**config.mk**
```make
export PLATFORM = sky130hd
export DESIGN_NAME = ccp_pwm_source_select
export DESIGN_NICKNAME = d
export VERILOG_FILES = /design/src/logic/ccpss_pkg.sv /design/src/logic/ccp_pwm_source_select.sv /design/src/logic/ccpss_timer_mux.sv /design/src/logic/ccpss_capture_unit.sv
export VERILOG_INCLUDE_DIRS = /design/src /design/src/logic
export SDC_FILE = /design/constraint.sdc
export NUM_CORES = 1
export LEC_CHECK = 0
export BUFFER_PORTS_ARGS = -buffer_cell sky130_fd_sc_hd__buf_2
export CAP_MARGIN = 20
export CORE_MARGIN = 2
export CORE_UTILIZATION = 56
export DETAILED_ROUTE_END_ITERATION = 8
export GPL_TIMING_DRIVEN = 0
export PLACE_DENSITY = 0.88
export SYNTH_ARGS = -nofsm -noshare
export SYNTH_HDL_FRONTEND = slang
export SYNTH_SLANG_ARGS = --single-unit
```
**constraint.sdc**
```tcl
create_clock -name clk -period 3.1 [get_ports clk]
set_input_delay 0.465 -clock clk [delete_from_list [all_inputs] [get_ports clk]]
set_output_delay 0.465 -clock clk [all_outputs]
set_load 0.05 [all_outputs]
```
**src/logic/ccpss_map.svh**
```systemverilog
`ifndef CCPSS_MAP_SVH
`define CCPSS_MAP_SVH

// Register indices on the plain register port
`define CCPSS_ADDR_CAP_TRIG1  4'h0
`define CCPSS_ADDR_CAP_TRIG2  4'h1
`define CCPSS_ADDR_TMR_CHOICE 4'h2
`define CCPSS_ADDR_UNIT_MODE1 4'h3
`define CCPSS_ADDR_UNIT_MODE2 4'h4
`define CCPSS_ADDR_CAPV1_LOW  4'h5
`define CCPSS_ADDR_CAPV1_HIGH 4'h6
`define CCPSS_ADDR_CAPV2_LOW  4'h7
`define CCPSS_ADDR_CAPV2_HIGH 4'h8

`define CCPSS_RESET_BYTE      8'h00

// Trigger select codes
`define CCPSS_TRIG_PIN        4'h0
`define CCPSS_TRIG_CMP_FIRST  4'h1
`define CCPSS_TRIG_CMP_LAST   4'h6
`define CCPSS_TRIG_LC_FIRST   4'h9
`define CCPSS_TRIG_LC_LAST    4'hC
`define CCPSS_TRIG_PINCHG     4'hD

// Capture mode codes
`define CCPSS_MODE_EDGE_ANY   4'h3
`define CCPSS_MODE_FALL       4'h4
`define CCPSS_MODE_RISE       4'h5
`define CCPSS_MODE_RISE4      4'h6
`define CCPSS_MODE_RISE16     4'h7

// Field positions in the timer choice register
`define CCPSS_TSEL_CCP1_LSB   0
`define CCPSS_TSEL_CCP2_LSB   2
`define CCPSS_TSEL_PWM3_LSB   4
`define CCPSS_TSEL_PWM4_LSB   6
`define CCPSS_TSEL_RESERVED   2'h3

`endif

```
**src/logic/ccpss_pkg.sv**
```systemverilog
`default_nettype none
package ccpss_pkg;
    typedef logic [3:0] ccpss_trig_type;
    typedef logic [1:0] ccpss_tsel_type;
endpackage
`default_nettype wire

```
**src/logic/ccp_pwm_source_select.sv**
```systemverilog
// How it works
// - Trigger codes 1-6 comparators, 9-12 logic cells, 13 pin-change event.
// - Trigger code zero takes the unit's routed input pin.
// - Codes 7 and 8 are reserved, never a valid trigger.
// - Upper nibble of trigger select reads zero, writes ignored.
// - Each unit has its own independent timer selection.
// - Timer candidates are the auto-reload timers two, four, six; select code 3 picks none.
// - PWM modes of both unit kinds run from the selected timer.
// - Bits 7:6 pick timer for standalone PWM unit four.
// - Bits 5:4 pick timer for standalone PWM unit three.
// - Bits 3:2 pick PWM timer for capture unit two.
// - Bits 1:0 pick PWM timer for capture unit one.
// - Timer choice steers a capture unit only in PWM mode.
// - All select fields reset to zero on any reset.
// - Only the timer choice register sets each unit's timer.
// - Capture copies the 16-bit timer one count into the value pair.
// - Mode field picks capture edges: any, fall, rise, rise/4, rise/16.
//
// The plain strobed port and the register offsets were chosen for this implementation.
`timescale 1ns/1ps
`default_nettype none
`include "ccpss_map.svh"

module ccp_pwm_source_select (
    input  wire logic        clk,
    input  wire logic        srst,
    input  wire logic [3:0]  regAddr,
    input  wire logic [7:0]  regWriteData,
    input  wire logic        regWrite,
    input  wire logic        regRead,
    output logic [7:0]       regReadData,
    input  wire logic [1:0]  capturePinRoute,
    input  wire logic [5:0]  comparatorSynced,
    input  wire logic [3:0]  logicCellOut,
    input  wire logic        pinChangeEvent,
    input  wire logic [15:0] timerOneCount,
    input  wire logic [3:0]  timerTick,
    output logic [1:0]       captureEvent,
    output logic [3:0]       ccpunit1TimerOneHot,
    output logic [3:0]       ccpunit2TimerOneHot,
    output logic [3:0]       pwmUnit3TimerOneHot,
    output logic [3:0]       pwmUnit4TimerOneHot,
    output logic [3:0]       unitTimeBase
);
    typedef struct packed {
        logic [3:0] trig1;
        logic [3:0] trig2;
        logic [7:0] timerChoice;
        logic [3:0] mode1;
        logic [3:0] mode2;
        logic [7:0] readData;
    } ccpss_top_state_type;

    ccpss_top_state_type st;
    ccpss_top_state_type next_st;
    logic [15:0]         capValue1;
    logic [15:0]         capValue2;
    logic [1:0]          unitPwmMode;

    // Capture unit x uses PWM mode for codes 11xx
    assign unitPwmMode = {st.mode2[3:2] == 2'h3, st.mode1[3:2] == 2'h3};

    always_comb begin
        next_st = st;
        if (regWrite) begin
            case (regAddr)
                `CCPSS_ADDR_CAP_TRIG1:  next_st.trig1 = regWriteData[3:0];
                `CCPSS_ADDR_CAP_TRIG2:  next_st.trig2 = regWriteData[3:0];
                `CCPSS_ADDR_TMR_CHOICE: next_st.timerChoice = regWriteData;
                `CCPSS_ADDR_UNIT_MODE1: next_st.mode1 = regWriteData[3:0];
                `CCPSS_ADDR_UNIT_MODE2: next_st.mode2 = regWriteData[3:0];
                default: ;
            endcase
        end
        next_st.readData = `CCPSS_RESET_BYTE;
        if (regRead) begin
            case (regAddr)
                `CCPSS_ADDR_CAP_TRIG1:  next_st.readData = {4'h0, st.trig1};
                `CCPSS_ADDR_CAP_TRIG2:  next_st.readData = {4'h0, st.trig2};
                `CCPSS_ADDR_TMR_CHOICE: next_st.readData = st.timerChoice;
                `CCPSS_ADDR_UNIT_MODE1: next_st.readData = {4'h0, st.mode1};
                `CCPSS_ADDR_UNIT_MODE2: next_st.readData = {4'h0, st.mode2};
                `CCPSS_ADDR_CAPV1_LOW:  next_st.readData = capValue1[7:0];
                `CCPSS_ADDR_CAPV1_HIGH: next_st.readData = capValue1[15:8];
                `CCPSS_ADDR_CAPV2_LOW:  next_st.readData = capValue2[7:0];
                `CCPSS_ADDR_CAPV2_HIGH: next_st.readData = capValue2[15:8];
                default:                next_st.readData = `CCPSS_RESET_BYTE;
            endcase
        end
    end

    always_ff @(posedge clk) begin
        if (srst) begin
            st <= '0;
        end else begin
            st <= next_st;
        end
    end

    assign regReadData = st.readData;

    ccpss_capture_unit u_cap1 (
        .clk              (clk),
        .srst             (srst),
        .triggerSelect    (st.trig1),
        .captureMode      (st.mode1),
        .routedPin        (capturePinRoute[0]),
        .comparatorSynced (comparatorSynced),
        .logicCellOut     (logicCellOut),
        .pinChangeEvent   (pinChangeEvent),
        .timerOneCount    (timerOneCount),
        .captureValue     (capValue1),
        .captureEvent     (captureEvent[0])
    );

    ccpss_capture_unit u_cap2 (
        .clk              (clk),
        .srst             (srst),
        .triggerSelect    (st.trig2),
        .captureMode      (st.mode2),
        .routedPin        (capturePinRoute[1]),
        .comparatorSynced (comparatorSynced),
        .logicCellOut     (logicCellOut),
        .pinChangeEvent   (pinChangeEvent),
        .timerOneCount    (timerOneCount),
        .captureValue     (capValue2),
        .captureEvent     (captureEvent[1])
    );

    // One selector per unit, each from its own field
    ccpss_timer_mux u_tm1 (
        .timerSelect (st.timerChoice[`CCPSS_TSEL_CCP1_LSB +: 2]),
        .enable      (unitPwmMode[0]),
        .timerTick   (timerTick),
        .timerOneHot (ccpunit1TimerOneHot),
        .timeBase    (unitTimeBase[0])
    );

    ccpss_timer_mux u_tm2 (
        .timerSelect (st.timerChoice[`CCPSS_TSEL_CCP2_LSB +: 2]),
        .enable      (unitPwmMode[1]),
        .timerTick   (timerTick),
        .timerOneHot (ccpunit2TimerOneHot),
        .timeBase    (unitTimeBase[1])
    );

    ccpss_timer_mux u_tm3 (
        .timerSelect (st.timerChoice[`CCPSS_TSEL_PWM3_LSB +: 2]),
        .enable      (1'b1),
        .timerTick   (timerTick),
        .timerOneHot (pwmUnit3TimerOneHot),
        .timeBase    (unitTimeBase[2])
    );

    ccpss_timer_mux u_tm4 (
        .timerSelect (st.timerChoice[`CCPSS_TSEL_PWM4_LSB +: 2]),
        .enable      (1'b1),
        .timerTick   (timerTick),
        .timerOneHot (pwmUnit4TimerOneHot),
        .timeBase    (unitTimeBase[3])
    );
endmodule
`default_nettype wire

```
**src/logic/ccpss_timer_mux.sv**
```systemverilog
`timescale 1ns/1ps
`default_nettype none
`include "ccpss_map.svh"

// Picks one of three timer time bases (codes 0-2); reserved code 3 gives none
module ccpss_timer_mux (
    input  wire ccpss_pkg::ccpss_tsel_type timerSelect,
    input  wire logic                      enable,
    input  wire logic [3:0]                timerTick,
    output logic [3:0]                     timerOneHot,
    output logic                           timeBase
);
    always_comb begin
        timerOneHot = 4'h0;
        if (enable && timerSelect != `CCPSS_TSEL_RESERVED) begin
            timerOneHot[timerSelect] = 1'b1;
        end
        timeBase = |(timerOneHot & timerTick);
    end
endmodule
`default_nettype wire

```
**src/logic/ccpss_capture_unit.sv**
```systemverilog
`timescale 1ns/1ps
`default_nettype none
`include "ccpss_map.svh"

// One capture channel: trigger mux, edge detect, prescale, value latch
module ccpss_capture_unit (
    input  wire logic                       clk,
    input  wire logic                       srst,
    input  wire ccpss_pkg::ccpss_trig_type  triggerSelect,
    input  wire logic [3:0]                 captureMode,
    input  wire logic                       routedPin,
    input  wire logic [5:0]                 comparatorSynced,
    input  wire logic [3:0]                 logicCellOut,
    input  wire logic                       pinChangeEvent,
    input  wire logic [15:0]                timerOneCount,
    output logic [15:0]                     captureValue,
    output logic                            captureEvent
);
    typedef struct packed {
        logic        pinMeta;
        logic        pinSync;
        logic        lastLevel;
        logic [3:0]  prescale;
        logic [15:0] value;
        logic        event_;
    } ccpss_cap_state_type;

    ccpss_cap_state_type st;
    ccpss_cap_state_type next_st;
    logic                trigLevel;
    logic                trigValid;
    logic                rise;
    logic                fall;
    logic                take;

    always_comb begin
        trigLevel = 1'b0;
        trigValid = 1'b1;
        if (triggerSelect == `CCPSS_TRIG_PIN) begin
            trigLevel = st.pinSync;
        end else if (triggerSelect >= `CCPSS_TRIG_CMP_FIRST
                     && triggerSelect <= `CCPSS_TRIG_CMP_LAST) begin
            trigLevel = comparatorSynced[3'(triggerSelect - `CCPSS_TRIG_CMP_FIRST)];
        end else if (triggerSelect >= `CCPSS_TRIG_LC_FIRST
                     && triggerSelect <= `CCPSS_TRIG_LC_LAST) begin
            trigLevel = logicCellOut[2'(triggerSelect - `CCPSS_TRIG_LC_FIRST)];
        end else if (triggerSelect == `CCPSS_TRIG_PINCHG) begin
            trigLevel = pinChangeEvent;
        end else begin
            trigValid = 1'b0;
        end
        rise = trigValid && trigLevel && !st.lastLevel;
        fall = trigValid && !trigLevel && st.lastLevel;
        next_st = st;
        next_st.pinMeta = routedPin;
        next_st.pinSync = st.pinMeta;
        next_st.lastLevel = trigValid ? trigLevel : st.lastLevel;
        next_st.event_ = 1'b0;
        take = 1'b0;
        case (captureMode)
            `CCPSS_MODE_EDGE_ANY: take = rise || fall;
            `CCPSS_MODE_FALL:     take = fall;
            `CCPSS_MODE_RISE:     take = rise;
            `CCPSS_MODE_RISE4: begin
                if (rise) begin
                    next_st.prescale = (st.prescale[1:0] == 2'h3) ? 4'h0 : st.prescale + 4'h1;
                    take = (st.prescale[1:0] == 2'h3);
                end
            end
            `CCPSS_MODE_RISE16: begin
                if (rise) begin
                    next_st.prescale = st.prescale + 4'h1;
                    take = (st.prescale == 4'hF);
                end
            end
            default: next_st.prescale = 4'h0;
        endcase
        if (take) begin
            next_st.value = timerOneCount;
            next_st.event_ = 1'b1;
        end
    end

    always_ff @(posedge clk) begin
        if (srst) begin
            st <= '0;
        end else begin
            st <= next_st;
        end
    end

    assign captureValue = st.value;
    assign captureEvent = st.event_;
endmodule
`default_nettype wire

```
==> flow_summary.ini, run 1 <==
[run_status]
status = finished, final reports clean

[clock_tree]
clk_pin_slew_ps = 90
htree_num_levels = 3
clk_latency_ps = 370
cts_tree = done
postCtsHoldBufs = 0
ctsResizeCount = 0
numClockSinks = 80
cts_buffers = 9
post-cts-setup-buffer-count = 0
cts_root_buf = clkbuf_8
cts_buffer_depth = 2

[floorplanning]
die_width_um = 94.1
core_area_sq_um = 7810
num_rows = 32
io-pin-count = 79
dieArea_sq_um = 8850
die_y_um = 94.1
initial_utilization_pct = 58.2

[setup_path]
crit_start = st[28]$_SDFFE_PP0P_
critPathKind = flip-flop to flip-flop
cp-end-kind = flip-flop
required_ps = 3400
worstPathArrival_ps = 3240
r2r_start = st[28]$_SDFFE_PP0P_
path_max_fanout = 10
r2r_cells = 10
critPathLaunchType = flip-flop

[job]
drv_cap = 0

[routing]
routed_via_density = 5.81
first_pass_iters = 5
drt-initial-drc-count = 390
finalWirelength_mm = 11.6
drtAntennaViolNets = 0
avgRoutedWirePerCell_um = 16.3
post-route-drc-count = 0
vias = 4145

[yosys]
syn-cell-area_sq_um = 4540
synth-seq-cells = 80
ys.flop_type = dfxtp_1
synth.yosys.seq_area_share_pct = 35.3
yosysUniqueCellTypes = 56
syn_inst = 515
yosysWarnings = 0
synth.avg_cell_area_sq_um = 8.82
synth_edf_count = 0
async_flop_share_pct = 0

[grt]
grt_overflow = 0
grt_start_max_net_pins = 16
antenna_found_initial = 0
track_usage_pct = 27.0
grt_pass1_wl_mm = 18.5
grt_pass1_vias = 3859

[min_path]
hold_path_startpoint = capturePinRoute[1]
holdPathStages = 2
hold_path_class = input pin to flip-flop

[sta]
tightest_slew_ps = 556
setup-tns-final_ps = 0
fmax_mhz = 340
drv_slew = 0
slew_headroom_pct = 62.4
grt_setup_unrepaired = false
hold_viol = 0
post-route-period-util_pct = 94.9
setup_viol = 0
period_minus_slack_ps = 2940
finClkSkew_ps = 16.8

[power]
ir_drop_mv = 0.192
p_total_mw = 2.00
p_leak_nw = 2.31
p_per_area_nw_per_um2 = 380

[finish]
stdcell_count = 713
fillers = 631
drive_above_1_share_pct = 22.4
n_antenna_cell = 0
area_growth_syn_to_layout_pct = 15.9
nets = 663

[place]
dpl.cell_count = 692
finalWeightedCongestion = 0.966
dp_hpwl_mm = 8.58
port_buffers = 71
==> metrics by stage <==
step                hold slack (ps)  utilization [%]  setup slack (ps)  area, sq um
detailed placement              430             64.6              73.8         5040
global route                    315             67.4              26.1         5260
floorplan                       414                -               464         4550
finish                          306             67.4               158         5260
CTS                             299             67.0              49.5         5230
global placement                422             64.5               158         5040
==> final timing paths <==
path | end | slack [ps]
min reg2reg | u_cap2.st[22]$_SDFF_PP0_ | 450
min | u_cap2.next_st[22]$_SDFF_PP0_ | 310
max | u_cap1.captureValue[10]$_SDFFE_PP0P_ | 160
max reg2reg | u_cap1.captureValue[10]$_SDFFE_PP0P_ | 160
==> layout by cell type (no fill, tap or decap), types with 15 or more instances in the layout <==
master    count
dfxtp_1      80
nand2_1      38
clkbuf_1     26
a21oi_1      31
nor2_1       38
nand2b_1     60
mux2i_1      59
buf_4        23
inv_1        15
nor2b_1      15
buf_2        74
nand3_1      18
==> routing by layer <==
metal	up-vias	routed length [um]	global-route usage (%)	part of all wire, %
li1	1980	-	-	-
met1	1956	5060	35.9	44
met2	185	5410	43.8	47
met3	24	889	4.98	7.7
met4	0	239	9.90	2.1
met5	-	0	0	0
==> worst max-delay path, cell delays in order (launching register included) <==
cell     delay, ps
dfxtp_1        360
buf_6          140
inv_1           50
ha_1           330
mux4_2         330
o21ai_0         90
nor2_1          90
o31ai_4        450
mux2i_4        560
buf_6          250
mux2i_1        210
==> sequential cells by signal (all words and copies together) (netlist names) <==
name and flops:
st 24, u_cap1.captureValue 16, u_cap2.captureValue 16, regReadData 8, u_cap1.st 6, u_cap2.st 6
u_cap1.captureEvent 1, u_cap1.next_st 1, u_cap2.captureEvent 1, u_cap2.next_st 1
==> final cells by class <==
| cell class | count | area (sq um) | area share, % |
|---|---|---|---|
| plain buffers | 50 | 284 | 5.40 |
| clock buffers | 10 | 138 | 2.61 |
| clock inverters | 6 | 48.8 | 0.927 |
| inverters | 15 | 56.3 | 1.07 |
| multi-input cells | 373 | 2610 | 49.6 |
| flip-flops and latches | 80 | 1600 | 30.4 |
| well taps | 102 | 128 | 2.42 |
| repair buffers | 77 | 395 | 7.51 |
==> synthesized netlist by cell type, types with 3 or more instances <==
master     n  area, sq um
nor2b_1   15         93.8
mux4_2     5          113
nand2b_1  60          375
o22ai_1    3         18.8
nand4_1    3         18.8
nor2_1    38          143
a221oi_1   3         26.3
a31oi_1    4         25.0
nor3_1    10         50.1
ha_1       8          100
a22oi_1    7         52.6
o21ai_0   10         50.1
nor3b_1    3         22.5
mux2_2     4         45.0
dfxtp_1   80         1600
a22o_1     7         61.3
inv_1     15         56.3
nand3_1   18         90.1
nand2_1   38          143
clkbuf_1  26         97.6
mux2i_1   59          591
a21oi_1   31          155
buf_6      3         33.8
buf_4     19          143
==> cell families (layout without fill, tap and decap cells) <==
kind of cell / Yosys count / in the layout / synth area share, %
DFF: 80 / 80 / 35.3
buffers and inverters: 65 / 158 / 7.49
other: 1 / 4 / 0.0825
muxes: 71 / 71 / 18.0
AOI/OAI and AO/OA: 85 / 85 / 12.8
and+or+nand+nor: 204 / 204 / 23.9
xor gates and xnor gates: 1 / 1 / 0.193
adders and majority gates: 8 / 8 / 2.20
==> power by group <==
| part | switching [mW] | total (mW) | internal [mW] |
|---|---|---|---|
| clock | 0.422 | 0.743 | 0.321 |
| combinational | 0.129 | 0.215 | 0.0866 |
| sequential | 0.00810 | 1.04 | 1.04 |
Note: power is estimated with default switching activity, not from simulation.
==> run 2, diff against run 1 <==
--- a/config.mk
+++ b/config.mk
@@ -6,13 +6,14 @@
 export SDC_FILE = /design/constraint.sdc
 export NUM_CORES = 1
 export LEC_CHECK = 0
+export ABC_AREA = 1
 export BUFFER_PORTS_ARGS = -buffer_cell sky130_fd_sc_hd__buf_2
 export CAP_MARGIN = 20
 export CORE_MARGIN = 2
-export CORE_UTILIZATION = 56
+export CORE_UTILIZATION = 57
 export DETAILED_ROUTE_END_ITERATION = 8
 export GPL_TIMING_DRIVEN = 0
-export PLACE_DENSITY = 0.88
+export PLACE_DENSITY = 0.89
 export SYNTH_ARGS = -nofsm -noshare
 export SYNTH_HDL_FRONTEND = slang
 export SYNTH_SLANG_ARGS = --single-unit
==> flow_summary.ini, run 2 <==
[run_status]
status = finished, final reports clean

[setup_path]
critPathLaunchType = flip-flop
worstPathArrival_ps = 2530
r2r_start = st[24]$_SDFFE_PP0P_
r2r_cells = 14
cp-end-kind = flip-flop
r2r-end = u_cap2.captureValue[11]$_SDFFE_PP0P_
crit_path_max_incr_delay_ps = 360
required_ps = 3350
critPathKind = flip-flop to flip-flop
cpMaxStageDelayCell = ha_1
rrSetupSlack_ps = 820
path_max_fanout = 10
worst_path_most_repeated_cell = nand2_1
cp_cell_sequence = buf_2, inv_2, ha_1, inv_1, nand3_1, o21ai_1, nand2_1, nand2_1, nand3_2, nand2_2, nand3_4, buf_4, a21oi_1, nor2_1

[clock_tree]
ctsResizeCount = 0
numClockSinks = 80
cts_root_buf = clkbuf_8
htree_num_levels = 3
cts_buffers = 9
cts_tree = done
clk_pin_slew_ps = 90
post-cts-setup-buffer-count = 0
postCtsHoldBufs = 0
clk_latency_ps = 360
cts_buffer_depth = 2

[finish]
mostFrequentLayoutCells = nand2_1 (137), nor2_1 (94), inv_1 (89)
area_growth_syn_to_layout_pct = 15.1
regMostFlops = st
n_antenna_cell = 0
fillers = 722
nets = 831
largest_reg_flops = 24
layout_commonest_cell = nand2_1
drive_above_1_share_pct = 21.2

[routing]
drtAntennaViolNets = 0
finalWirelength_mm = 12.4
vias = 4684
routed_via_density = 5.32
first_pass_iters = 6
avgRoutedWirePerCell_um = 14.1
post-route-drc-count = 0
drt-initial-drc-count = 344

[floorplanning]
num_rows = 32
io-pin-count = 79
die_width_um = 93.6
initial_utilization_pct = 58.9
core_area_sq_um = 7770
die_y_um = 93.6
dieArea_sq_um = 8760

[sta]
hold_viol = 0
post-route-period-util_pct = 73.5
setup_ws_ps = 820
finClkSkew_ps = 10.6
tightest_slew_ps = 550
drv_slew = 0
period_minus_slack_ps = 2280
grt_setup_unrepaired = false
fmax_mhz = 439
slew_headroom_pct = 63.4
setup_viol = 0
setup-tns-final_ps = 0

[grt]
grt_pass1_wl_mm = 20.4
grt_start_max_net_pins = 14
grt_pass1_vias = 4379
grt_overflow = 0
track_usage_pct = 29.4
antenna_found_initial = 0

[place]
preCtsSetupSlack_ps = 856
dp_hpwl_mm = 9.62
port_buffers = 73
finalWeightedCongestion = 0.941

[yosys]
netlist_top_cells_count = nand2_1 (137), nor2_1 (94), inv_1 (89)
yosysMostFrequentCell = nand2_1
synth_edf_count = 0
ys.flop_type = dfxtp_1
yosysWarnings = 0
synth.yosys.seq_area_share_pct = 35.0
yosysUniqueCellTypes = 38
syn_inst = 687
synth.avg_cell_area_sq_um = 6.66
synth-seq-cells = 80
netlist.area_leader.share_pct = 35.0
synth_area_leaders = dfxtp_1 (35%), nand2_1 (11%), nor2_1 (7.7%)
synth.largest_area_cell = dfxtp_1
async_flop_share_pct = 0
syn-cell-area_sq_um = 4580

[min_path]
hold_path_class = input pin to flip-flop
holdPathStages = 3
holdPathEnd = u_cap2.next_st[22]$_SDFF_PP0_
hold_path_startpoint = capturePinRoute[1]

[power]
clockPowerShare_pct = 37.4
p_per_area_nw_per_um2 = 385
power.switching_uw = 549
internal-power_mw = 1.48
combPwrFrac_pct = 10.9
seq_power_share_pct = 51.7
swShare_pct = 27.0
p_leak_nw = 2.59
ir_drop_mv = 0.274

[job]
drv_cap = 0
-- run 2: layout make-up --
class                   instances  area [sq um]  share of cell area (%)
clock inverters                 5          57.6                    1.09
inverters                     103           392                    7.43
multi-input cells             470          2330                    44.2
repair buffers                 73           365                    6.93
flip-flops and latches         80          1600                    30.4
clock buffers                  11           131                    2.49
well taps                     102           128                    2.42
plain buffers                  37           267                    5.06
-- run 2: worst max-delay path: cells and delay by family (launching register included) --
kind,cells,cell delay (ps)
simple gates,7,640
buf+inv,4,580
fa+ha+maj,1,360
flops,1,330
compound gates,2,270
-- run 2: power by group through the flow --
| stage | Combinational [mW] | Clock (mW) | Sequential (mW) |
|---|---|---|---|
| 2_1_floorplan | 0.139 | 0 | 1.07 |
| 3_3_place_gp | 0.213 | 0 | 1.07 |
| 3_5_place_dp | 0.217 | 0 | 1.07 |
| 4_1_cts | 0.218 | 0.762 | 1.05 |
| 5_1_grt | 0.244 | 0.801 | 1.05 |
| 6_report | 0.221 | 0.759 | 1.05 |
-- run 2: cells by family after synthesis --
| group | synth area share, % |
|---|---|
| AND/OR/NAND/NOR | 33.7 |
| buffers and inverters | 14.4 |
| AO/OA/AOI/OAI | 14.3 |
| flip-flops | 35.0 |
| adder cells (fa/ha/maj) | 2.19 |
| XOR/XNOR | 0.383 |
| other | 0.0819 |
-- run 2: metrics by stage --
stage	instances	power (mW)	util, %	instance area, sq um	hold slack, ps
after floorplan	690	1.21	-	4590	388
after global placement	865	1.29	65.4	5080	392
after detailed placement	865	1.29	65.4	5080	396
after CTS	881	2.03	67.9	5270	315
after global routing	881	2.10	67.9	5270	326
final	881	2.03	67.9	5270	317
-- run 2: how the worst max path moves through the flow --
stage	depth (start not counted)	slack (ps)	endpoint	startpoint
floorplan	5	710	unitTimeBase[1]	st[11]$_SDFFE_PP0P_
global placement	14	920	u_cap2.captureValue[8]$_SDFFE_PP0P_	st[24]$_SDFFE_PP0P_
detailed placement	14	860	u_cap2.captureValue[8]$_SDFFE_PP0P_	st[24]$_SDFFE_PP0P_
CTS	14	830	u_cap2.captureValue[11]$_SDFFE_PP0P_	st[24]$_SDFFE_PP0P_
global route	13	600	u_cap2.captureValue[11]$_SDFFE_PP0P_	st[24]$_SDFFE_PP0P_
finish	14	820	u_cap2.captureValue[11]$_SDFFE_PP0P_	st[24]$_SDFFE_PP0P_
-- run 2: layer usage --
metal	part of all wire, %	wire length (um)	global-route usage [%]	vias to the layer above
li1	-	-	-	2356
met1	44	5470	38.8	2110
met2	47	5850	49.6	195
met3	7.3	914	4.27	23
met4	1.7	210	9.54	0
met5	0	0	0	-
